==> src/hdl/phase_cmd_cfg.svh <==
/*
 * Constants for the bus-side command decoder and the bus controller end.
 * Assumes a single clock and a synchronous active-high reset.
 */
// Summary of operation
// - Base variant: inverted first digit, 90 degree steps.
// - Optional phase: 90, 50, 5 degree digit sum.
// - Fine variant: 22.5, 2.25, 0.225 degree digit sum.
// - Listen address is 32 plus switch address.
// - Controller sends address, data, LF, unlisten.
// - Controller terminates every command with LF.
// - SOH then terminator returns to local control.
// - A plus digit sets attenuation in dB.
// - F plus nine digits sets frequency in Hz.
// - Controller drives ATN, not the command text.
// - Codes 58 to 63 mean digits 10-15 in a phase argument only.
// - Unrecognised characters are silently discarded.
// - Only terminator executes; one command per string.
// - Missing digits are taken as leading zeros.
`ifndef PHASE_CMD_CFG_SVH
`define PHASE_CMD_CFG_SVH
`define CH_SOH        8'h01
`define CH_LF         8'h0a
`define CH_CR         8'h0d
`define CH_ZERO       8'h30
`define CH_NINE       8'h39
`define CH_HEX_LAST   8'h3f
`define CH_A          8'h41
`define CH_D          8'h44
`define CH_F          8'h46
`define CASE_BIT      8'h20
`define LISTEN_BASE   8'h20
`define UNLISTEN      8'h3f
`define FREQ_DIGITS   9
`define PHASE_DIGITS  3
// Phase weights in units of 0.225 degree for the fine variant and 5 degrees otherwise.
`define W90_COARSE    16'h0012
`define W50_COARSE    16'h000a
`define W5_COARSE     16'h0001
`define W22_FINE      16'h0064
`define W2_FINE       16'h000a
`define W0_FINE       16'h0001
`define HEX_ALL_ONES  4'hf
`define BASE_STEP_MASK 4'h3
`endif

==> src/hdl/phase_cmd_pkg.sv <==
/*
 * Shared types for the command decoder and its bench.
 * Assumes phase_cmd_cfg.svh is available on the include path.
 */
package phase_cmd_pkg;
    typedef enum logic [1:0] {
        VARIANT_BASE   = 2'h0,
        VARIANT_OPTION = 2'h1,
        VARIANT_FINE   = 2'h2
    } variant_e;
    typedef enum logic [1:0] {
        CMD_NONE  = 2'h0,
        CMD_FREQ  = 2'h1,
        CMD_LEVEL = 2'h3,
        CMD_PHASE = 2'h2
    } cmd_e;
endpackage

==> src/hdl/gpib_link_if.sv <==
/*
 * Byte-wide handshake link between the bus controller and the listener.
 * Assumes both ends share clk; a byte moves when dav and rfd are both high.
 */
`timescale 1ns/1ps
interface gpib_link_if;
    logic [7:0] dio;
    logic       atn;
    logic       dav;
    logic       rfd;
    modport controller (output dio, output atn, output dav, input rfd);
    modport listener   (input dio, input atn, input dav, output rfd);
endinterface

==> src/hdl/phase_cmd_decoder.sv <==
/*
 * Listener end: recognises its listen address and decodes terminated commands.
 * Assumes the controller keeps the address, terminator and ATN discipline.
 */
`timescale 1ns/1ps
`include "phase_cmd_cfg.svh"
module phase_cmd_decoder #(
    parameter logic [4:0]            BUS_ADDR = 5'h0d,
    parameter phase_cmd_pkg::variant_e VARIANT = phase_cmd_pkg::VARIANT_FINE
) (
    // Clock and reset.
    input  wire logic        clk,
    input  wire logic        srst,
    // Bus link.
    gpib_link_if.listener    bus,
    // Instrument settings.
    output logic [35:0]      freq_bcd,
    output logic [3:0]       atten_db,
    output logic [15:0]      phase_steps,
    output logic             remote,
    output logic             update
);
    // ==========================================================
    // Byte intake
    // ==========================================================
    logic                addressed_r;
    phase_cmd_pkg::cmd_e cmd_r;
    logic                soh_r;
    logic [35:0]         acc_r;
    logic                take;
    logic [7:0]          ch;
    logic [7:0]          up;
    logic [3:0]          nib;
    logic                is_digit;
    logic                is_hex;
    logic                is_term;
    logic                is_soh;
    logic                is_freq_letter;
    logic                is_level_letter;
    logic                is_phase_letter;
    logic                is_letter;
    logic                cmd_byte;
    logic                data_byte;

    // The listener never stalls, so every strobe is one taken byte.
    assign bus.rfd         = 1'b1;
    assign take            = bus.dav && bus.rfd;
    assign ch              = bus.dio;
    // Clearing the case bit folds lower-case letters onto upper case; no digit folds onto a letter.
    assign up              = ch & ~`CASE_BIT;
    assign is_digit        = (ch >= `CH_ZERO) && (ch <= `CH_NINE);
    assign is_hex          = (ch >= `CH_ZERO) && (ch <= `CH_HEX_LAST);
    assign is_term         = (ch == `CH_LF) || (ch == `CH_CR);
    assign is_soh          = (ch == `CH_SOH);
    assign is_freq_letter  = (up == `CH_F);
    assign is_level_letter = (up == `CH_A);
    assign is_phase_letter = (up == `CH_D);
    assign is_letter       = is_freq_letter || is_level_letter || is_phase_letter;
    // The substitute characters carry the values 10 to 15 in their low nibble, as the digits carry 0 to 9.
    assign nib             = ch[3:0];
    assign cmd_byte        = take && bus.atn;
    assign data_byte       = take && !bus.atn && addressed_r;

    // ==========================================================
    // Listener addressing
    // ==========================================================
    logic [7:0] my_listen;

    assign my_listen = `LISTEN_BASE | {3'h0, BUS_ADDR};

    // Another device's listen address leaves this one addressed, as on a shared bus.
    always_ff @(posedge clk) begin
        if (srst) begin
            addressed_r <= 1'b0;
        end else if (cmd_byte && (ch == my_listen)) begin
            addressed_r <= 1'b1;
        end else if (cmd_byte && (ch == `UNLISTEN)) begin
            addressed_r <= 1'b0;
        end
    end

    // ==========================================================
    // Command accumulation
    // ==========================================================
    phase_cmd_pkg::cmd_e cmd_nxt;
    logic                digit_ok;

    // A later letter overrides an earlier one, so only one command survives per string.
    always_comb begin
        cmd_nxt = phase_cmd_pkg::CMD_NONE;
        if (is_freq_letter) begin
            cmd_nxt = phase_cmd_pkg::CMD_FREQ;
        end else if (is_level_letter) begin
            cmd_nxt = phase_cmd_pkg::CMD_LEVEL;
        end else if (is_phase_letter) begin
            cmd_nxt = phase_cmd_pkg::CMD_PHASE;
        end
    end

    // Substitute characters count as digits only inside a phase argument; anything else is dropped.
    assign digit_ok = is_digit || (is_hex && (cmd_r == phase_cmd_pkg::CMD_PHASE));

    always_ff @(posedge clk) begin
        if (srst) begin
            cmd_r <= phase_cmd_pkg::CMD_NONE;
        end else if (data_byte && is_term) begin
            cmd_r <= phase_cmd_pkg::CMD_NONE;
        end else if (data_byte && is_letter) begin
            cmd_r <= cmd_nxt;
        end
    end

    always_ff @(posedge clk) begin
        if (srst) begin
            soh_r <= 1'b0;
        end else if (data_byte && is_term) begin
            soh_r <= 1'b0;
        end else if (data_byte && is_soh) begin
            soh_r <= 1'b1;
        end
    end

    // Digits shift in from the right, so a short argument leaves leading zeros.
    always_ff @(posedge clk) begin
        if (srst) begin
            acc_r <= 36'h0;
        end else if (data_byte && (is_term || is_letter)) begin
            acc_r <= 36'h0;
        end else if (data_byte && digit_ok) begin
            acc_r <= {acc_r[31:0], nib};
        end
    end

    // ==========================================================
    // Phase digit weighting
    // ==========================================================
    // The base variant gives its two lower digits no weight; they must be sent as zeros.
    localparam logic [15:0] W_BASE   [`PHASE_DIGITS] = '{`W90_COARSE, 16'h0000, 16'h0000};
    localparam logic [15:0] W_OPTION [`PHASE_DIGITS] = '{`W90_COARSE, `W50_COARSE, `W5_COARSE};
    localparam logic [15:0] W_FINE   [`PHASE_DIGITS] = '{`W22_FINE, `W2_FINE, `W0_FINE};
    logic [3:0]  digit  [`PHASE_DIGITS];
    logic [3:0]  value  [`PHASE_DIGITS];
    logic [15:0] weight [`PHASE_DIGITS];
    logic [15:0] part   [`PHASE_DIGITS];
    logic [15:0] phase_nxt;

    // Index 0 is the most significant phase digit.
    for (genvar k = 0; k < `PHASE_DIGITS; k++) begin : g_digit
        assign digit[k]  = acc_r[4*(`PHASE_DIGITS-1-k) +: 4];
        assign value[k]  = (VARIANT == phase_cmd_pkg::VARIANT_BASE) ?
                           ((digit[k] ^ `HEX_ALL_ONES) & `BASE_STEP_MASK) : digit[k];
        assign weight[k] = (VARIANT == phase_cmd_pkg::VARIANT_BASE)   ? W_BASE[k]   :
                           (VARIANT == phase_cmd_pkg::VARIANT_OPTION) ? W_OPTION[k] :
                                                                        W_FINE[k];
        assign part[k]   = 16'(value[k]) * weight[k];
    end
    assign phase_nxt = part[0] + part[1] + part[2];

    // ==========================================================
    // Settings update on terminator
    // ==========================================================
    logic exec;
    logic go_local;
    logic is_freq;
    logic is_level;
    logic is_phase;
    logic exec_set;

    assign exec     = data_byte && is_term;
    // Only the bare SOH string leaves remote, so a stray SOH inside a command is harmless.
    assign go_local = exec && soh_r && (cmd_r == phase_cmd_pkg::CMD_NONE);
    assign is_freq  = exec && (cmd_r == phase_cmd_pkg::CMD_FREQ);
    assign is_level = exec && (cmd_r == phase_cmd_pkg::CMD_LEVEL);
    assign is_phase = exec && (cmd_r == phase_cmd_pkg::CMD_PHASE);
    assign exec_set = is_freq || is_level || is_phase;

    always_ff @(posedge clk) begin
        if (srst) begin
            freq_bcd <= 36'h0;
        end else if (is_freq) begin
            freq_bcd <= acc_r;
        end
    end

    always_ff @(posedge clk) begin
        if (srst) begin
            atten_db <= 4'h0;
        end else if (is_level) begin
            atten_db <= acc_r[3:0];
        end
    end

    always_ff @(posedge clk) begin
        if (srst) begin
            phase_steps <= 16'h0;
        end else if (is_phase) begin
            phase_steps <= phase_nxt;
        end
    end

    always_ff @(posedge clk) begin
        if (srst) begin
            remote <= 1'b1;
        end else if (go_local) begin
            remote <= 1'b0;
        end else if (exec_set) begin
            remote <= 1'b1;
        end
    end

    always_ff @(posedge clk) begin
        if (srst) begin
            update <= 1'b0;
        end else begin
            update <= exec_set;
        end
    end
endmodule

==> src/flat_wrapper.sv <==
// flat-port wrapper written by rule: the top's interface ports become plain ports
module phase_cmd_decoder_flat 
#(
    parameter logic [4:0]            BUS_ADDR = 5'h0d,
    parameter phase_cmd_pkg::variant_e VARIANT = phase_cmd_pkg::VARIANT_FINE
)
  (clk, srst, freq_bcd, atten_db, phase_steps, remote, update, bus_dio, bus_atn, bus_dav, bus_rfd);
  gpib_link_if bus_i ();
  input  wire logic clk;
  input  wire logic srst;
  output logic [35:0] freq_bcd;
  output logic [3:0] atten_db;
  output logic [15:0] phase_steps;
  output logic remote;
  output logic update;
  input wire logic [$bits(bus_i.dio)-1:0] bus_dio;
  input wire logic [$bits(bus_i.atn)-1:0] bus_atn;
  input wire logic [$bits(bus_i.dav)-1:0] bus_dav;
  output wire logic [$bits(bus_i.rfd)-1:0] bus_rfd;
  assign bus_i.dio = bus_dio;
  assign bus_i.atn = bus_atn;
  assign bus_i.dav = bus_dav;
  assign bus_rfd = bus_i.rfd;
  phase_cmd_decoder #(.BUS_ADDR(BUS_ADDR), .VARIANT(VARIANT)) u_core (.clk(clk), .srst(srst), .bus(bus_i), .freq_bcd(freq_bcd), .atten_db(atten_db), .phase_steps(phase_steps), .remote(remote), .update(update));
endmodule
==> config.mk <==
export PLATFORM = sky130hd
export DESIGN_NAME = phase_cmd_decoder_flat
export DESIGN_NICKNAME = d
export VERILOG_FILES = /design/src/hdl/phase_cmd_pkg.sv /design/src/hdl/gpib_link_if.sv /design/src/hdl/phase_cmd_decoder.sv /design/src/flat_wrapper.sv
export VERILOG_INCLUDE_DIRS = /design/src /design/src/hdl
export SDC_FILE = /design/constraint.sdc
export NUM_CORES = 1
export LEC_CHECK = 0
export BUFFER_PORTS_ARGS = -buffer_cell sky130_fd_sc_hd__buf_2
export CELL_PAD_IN_SITES_DETAIL_PLACEMENT = 0
export CELL_PAD_IN_SITES_GLOBAL_PLACEMENT = 1
export CORE_MARGIN = 3
export CORE_UTILIZATION = 30
export CTS_CLUSTER_DIAMETER = 80
export DETAILED_ROUTE_END_ITERATION = 6
export PLACE_DENSITY_LB_ADDON = 0.1
export SKIP_CTS_REPAIR_TIMING = 1
export SYNTH_ARGS = -nofsm -noshare
export SYNTH_HDL_FRONTEND = slang
export SYNTH_SLANG_ARGS = --single-unit
==> constraint.sdc <==
create_clock -name clk -period 3.5 [get_ports clk]
set_input_delay 0.175 -clock clk [delete_from_list [all_inputs] [get_ports clk]]
set_output_delay 0.175 -clock clk [all_outputs]
set_load 0.05 [all_outputs]
# [After elaboration in Yosys (flattened, before gate mapping)]
# Cells that the tools add are included.
[word_totals] in_bits=12 out_inout_bits=59 elab_cells=65 regBits=98
[classes] n_eq_ne=11 add_sub_neg=2 n_reduce_logical=31 n_mux=7 n_lt_le_gt_ge=3 mul=2
[op_table] cell="$eq A7 B6 Y1 const B" n=3
[op_table] cell="$logic_and A1 B1 Y1" n=18
[op_table] cell="$add A16 B16 Y16" n=1
[op_table] cell="$add A16 B4 Y16" n=1
[op_table] cell="$eq A8 B4 Y1 const B" n=2
[op_table] cell="$eq A8 B6 Y1 const B" n=2
[op_table] cell="$le A8 B6 Y1 const B" n=2
[op_table] cell="$mul A4 B5 Y9 const B" n=1
[op_table] cell="$eq A8 B1 Y1 const B" n=1
[op_table] cell="$ge A8 B6 Y1 const B" n=1
[op_table] cell="$logic_or A1 B1 Y1" n=7
[op_table] cell="$mul A4 B3 Y7 const B" n=1
[op_table] cell="$mux W2" n=3
[op_table] cell="$eq A2 B2 Y1 const B" n=2
[op_table] cell="$mux W1" n=4
[op_table] cell="$reduce_bool A2 Y1" n=2
[op_table] cell="$reduce_or A2 Y1" n=2
[op_table] cell="$eq A2 B1 Y1 const B" n=1
[op_table] cell="$logic_not A2 Y1" n=1
[op_table] cell="$logic_not A1 Y1" n=1

# [Depth between registers and ports, before layout]
[logic_depth] word_depth=9 ltp_mapped=11 mapped_depth_nobuf=11

# [Worst setup path before layout]
# No wires, ideal clock.
[synth_path] path_kind="register to register" from="reg u_core.acc_r[5]" to="reg u_core.phase_steps[11]" path_buffers=0 slack_ps=544 setup_time_ps=71 path_stages_with_launch=12 arrival_ps=2886 path_cell_list="dfxtp_1 ha_1 ha_1 fa_1 xor2_1 ha_1 ha_1 nor2_1 o21ai_0 o21ai_0 or4_1 a21oi_1"
[synth_between] elab_chain_len=3
[synth_rtl] item="start, declared" line="phase_cmd_decoder.sv:29" source="logic [35:0] acc_r;"
[synth_rtl] item="start signal, assigned" line="phase_cmd_decoder.sv:130" source="acc_r <= {acc_r[31:0], nib};"
[synth_rtl] item="$mul A4 B3 Y7" line="phase_cmd_decoder.sv:155" source="assign part[k] = 16'(value[k]) * weight[k];"
[synth_rtl] item="$add A16 B16 Y16" line="phase_cmd_decoder.sv:157" source="assign phase_nxt = part[0] + part[1] + part[2];"
[synth_rtl] item="$add A16 B4 Y16" line="phase_cmd_decoder.sv:157"
[synth_rtl] item="end signal, assigned" line="phase_cmd_decoder.sv:197" source="phase_steps <= phase_nxt;"
[synth_rtl] item="end, declared" line="phase_cmd_decoder.sv:19" source="output logic [15:0] phase_steps,"
# Every way passes these cells.
# A chain may end at the register's enable or synchronous reset.

# [Final worst setup path]
[layout_path] from="reg u_core.acc_r[7]" to="reg u_core.phase_steps[11]"
# Same word-level chain as after synthesis.

==> results.cfg <==
[sta]
rsz0062_at_grt = no
fin_crit_sh = 0.925
fmax_ghz = 0.309
slew_violations = 0
finalSetupViolCount = 0
worst_margin_slew_ns = 0.669
final.setup_skew_ns = 0.0119
final.setup.tns_ns = 0
slew_headroom = 0.554
report.final.hold_viol_count = 0
post-route-min-period_ns = 3.24

[global_route]
grt_use_total = 0.137
groute.layer.met2.usage = 0.204
grt.met1_usage = 0.191
met3_capacity_usage_during_global_routing = 0.0343
top_usage_layer = met2
global_route_wire_length_before_repair_um = 17100
total_global_routing_overflow = 0
pin_count_of_the_biggest_net_entering_global_routing = 63
grt_antenna_before_repair = 0
first_global_vias = 3225

[place]
placement.cell_area_sq_um = 4670
place.gp.congestion = 0.786
detailedPlacementHpwl_um = 6860
io_buffer_count = 65

[setup_path]
worst_flop_to_flop_path_endpoint = u_core.phase_steps[11]$_SDFFE_PP0P_
timing.setup.critical_path_class = reg2reg
worst-endpoint-required_ns = 3.77
timing.critical_path.slowest_stage_cell = sky130_fd_sc_hd__or4_1
cp_slowest_stage_delay_ns = 0.53
worst-path-max-fanout = 6
critPathMostFrequentCell = sky130_fd_sc_hd__ha_1
critical_path.top_delay_family = adder cells
rr_worst_depth = 11
critical_path.cell_chain = ha_1 -> ha_1 -> fa_1 -> xor2_1 -> ha_1 -> ha_1 -> nor2_1 -> o21ai_0 -> o21ai_0 -> or4_1 -> a21oi_1
worst-path-buf-inv = 0
crit_path_start_kind = flip-flop
worst_r2r_startpoint = u_core.acc_r[7]$_SDFFE_PP0P_
cp_data_arrival_time_ns = 3.51
timing.critical_path.to_type = flip-flop
r2r_slack_ns = 0.26

[route]
detail_route.drc_violations = 0
route.antenna.remaining_nets = 0
route.vias.total = 3290
drt_wirelength_um = 10100
post_drt_via_cell_ratio = 4.67
drt-wirelength-per-cell_um = 14.4
drtIter0Drc = 243
drt-pass1-iter-count = 4

[logic_synthesis]
synth_enable_flop_cells = 0
netlist-cell-type-count = 47
synth-seq-area-share = 0.446
synth_cells = 469
asyncSetResetFlopFracSynth = 0
synth_area_per_cell_sq_um = 8.99
postSynthRegisterBits = 94
synth_top_flop_cell = sky130_fd_sc_hd__dfxtp_1
warnings_from_yosys = 0
syn-cell-area_sq_um = 4220

[clock_tree]
tritoncts_num_sinks = 94
worstSkewPairLatency_ns = 0.34
cts_max_level = 3
clk_path_buf_depth = 2
tritoncts.num_buffers = 9
cts_tree = yes
cts.root.buffer_cell = sky130_fd_sc_hd__clkbuf_16
clkTransAtPathRegs_ns = 0.07

[pwr]
vdd.ir_drop.worst_mv = 0.202
cellLeakagePower_nw = 2.03
powerDensity_nw_per_um2 = 409

[cells_and_area]
areaGrowthSynthToFinish_pct = 17.0
finalNetCount = 568
n_fill_cell = 1379
stdcell_area_sq_um = 4930
share_of_final_layout_standard_cells_stronger_than_drive_strength_1 = 0.174
post-route-util = 0.365
n_antenna_cell = 0

[run]
timing.max_cap.violations = 0

[floorplan]
die-area_sq_um = 15500
start_util = 0.312
io-pin-count = 71
die_h_um = 125
die_width_um = 125
std_cell_rows = 42
coreArea_sq_um = 13500

[status]
outcome = finished clean

[worst_hold_path]
min_path_cells = 3
timing.hold.worst.start = bus_dio[1]
hp-class = in2reg
hold_path_end = u_core.acc_r[1]$_SDFFE_PP0P_
-- where the power goes --
group	total (W)	switching [W]	leakage (nW)	internal, W
logic	0.0000549	0.0000426	1.14	0.0000124
clock network	0.000893	0.000401	0.131	0.000491
registers	0.00107	0.0000000234	0.757	0.00107
-- synthesized netlist by cell type, drive strengths merged, types with 2 or more instances --
library cell,number,area share
a211oi,7,0.014
a21oi,49,0.058
and3,3,0.0045
buf,10,0.020
clkbuf,19,0.017
conb,2,0.0018
dfxtp,94,0.45
fa,5,0.024
ha,25,0.074
inv,11,0.0098
mux2i,40,0.095
nand2,83,0.074
nand2b,2,0.0030
nand3,3,0.0036
nand3b,5,0.0089
nand4b,2,0.0042
nor2,57,0.051
nor2b,5,0.0074
nor3,4,0.0047
nor3b,2,0.0047
nor4,4,0.0059
o21a,2,0.0036
o21ai,7,0.0083
o21bai,3,0.0062
or3b,2,0.0042
or4,4,0.0080
xnor2,3,0.0062
xor2,3,0.0062
-- layer usage --
metal	vias up	wire length, um
li1	1705	-
met1	1511	5280
met2	64	4310
met3	10	380
met4	0	167
met5	-	0
-- placed cells by master, fill, tap and decap left out, types with 3 or more instances in the layout --
cell,instances
sky130_fd_sc_hd__nor4_1,4
sky130_fd_sc_hd__o21ai_0,7
sky130_fd_sc_hd__nor2b_1,5
sky130_fd_sc_hd__conb_1,5
sky130_fd_sc_hd__xnor2_1,3
sky130_fd_sc_hd__buf_2,65
sky130_fd_sc_hd__or4_1,3
sky130_fd_sc_hd__nor3_1,4
sky130_fd_sc_hd__a21oi_1,49
sky130_fd_sc_hd__clkbuf_16,9
sky130_fd_sc_hd__nor2_1,57
sky130_fd_sc_hd__buf_4,7
sky130_fd_sc_hd__nand3b_1,5
sky130_fd_sc_hd__nand3_1,3
sky130_fd_sc_hd__fa_1,5
sky130_fd_sc_hd__inv_1,11
sky130_fd_sc_hd__a211oi_1,6
sky130_fd_sc_hd__dfxtp_1,94
sky130_fd_sc_hd__ha_1,25
sky130_fd_sc_hd__xor2_1,3
sky130_fd_sc_hd__nand2_1,83
sky130_fd_sc_hd__mux2i_1,40
-- kinds of logic (layout without fill, tap and decap cells) --
family | after synthesis | in the layout | synth area share
other | 2 | 5 | 0.00178
XOR/XNOR | 6 | 6 | 0.0125
flip-flops | 94 | 94 | 0.446
AND/OR/NAND/NOR | 180 | 180 | 0.191
multiplexers | 40 | 40 | 0.0950
buffers and inverters | 40 | 96 | 0.0466
adder cells (fa/ha/maj) | 30 | 30 | 0.0980
AO/OA/AOI/OAI | 77 | 77 | 0.108
-- worst max path at each step --
stage | startpoint | endpoint | cells past startpoint
after floorplan | u_core.acc_r[5]$_SDFFE_PP0P_ | u_core.phase_steps[11]$_SDFFE_PP0P_ | 11
after global placement | u_core.acc_r[7]$_SDFFE_PP0P_ | u_core.phase_steps[11]$_SDFFE_PP0P_ | 11
after detailed placement | u_core.acc_r[5]$_SDFFE_PP0P_ | u_core.phase_steps[11]$_SDFFE_PP0P_ | 11
after CTS | u_core.acc_r[5]$_SDFFE_PP0P_ | u_core.phase_steps[11]$_SDFFE_PP0P_ | 11
after global routing | u_core.acc_r[7]$_SDFFE_PP0P_ | u_core.phase_steps[11]$_SDFFE_PP0P_ | 11
final | u_core.acc_r[7]$_SDFFE_PP0P_ | u_core.phase_steps[11]$_SDFFE_PP0P_ | 11
-- worst reg2reg max path: stages, from the launching register on --
cell and delay [ns]:
sky130_fd_sc_hd__dfxtp_1 0.44, sky130_fd_sc_hd__ha_1 0.28, sky130_fd_sc_hd__ha_1 0.23, sky130_fd_sc_hd__fa_1 0.38, sky130_fd_sc_hd__xor2_1 0.16, sky130_fd_sc_hd__ha_1 0.31
sky130_fd_sc_hd__ha_1 0.34, sky130_fd_sc_hd__nor2_1 0.06, sky130_fd_sc_hd__o21ai_0 0.14, sky130_fd_sc_hd__o21ai_0 0.15, sky130_fd_sc_hd__or4_1 0.53, sky130_fd_sc_hd__a21oi_1 0.14
-- sequential cells by signal, indices dropped and copies added (netlist names) --
| register | flops |
|---|---|
| u_core.acc_r | 36 |
| u_core.addressed_r | 1 |
| u_core.atten_db | 4 |
| u_core.cmd_r | 2 |
| u_core.freq_bcd | 36 |
| u_core.phase_steps | 12 |
| u_core.remote | 1 |
| u_core.soh_r | 1 |
| u_core.update | 1 |
-- per-stage QoR --
stage | setup slack, ns | instances | hold slack (ns) | total power, W
3_3_place_gp | 0.374 | 691 | 0.445 | 0.00115
6_report | 0.264 | 704 | 0.138 | 0.00202
3_5_place_dp | 0.298 | 691 | 0.448 | 0.00115
2_1_floorplan | 0.544 | 472 | 0.311 | 0.00113
5_1_grt | 0.0250 | 704 | 0.162 | 0.00210
4_1_cts | 0.263 | 704 | 0.127 | 0.00206
-- layout make-up --
cell class,instances,area [sq um],share of cell area
multi-input combinational,338,2150,0.436
timing repair buffer,72,378,0.0766
sequential,94,1880,0.382
clock buffer,10,239,0.0485
tap,176,220,0.0446
inverter,11,41.3,0.00837
clock inverter,3,22.5,0.00457
(Power assumes the default switching activity.)
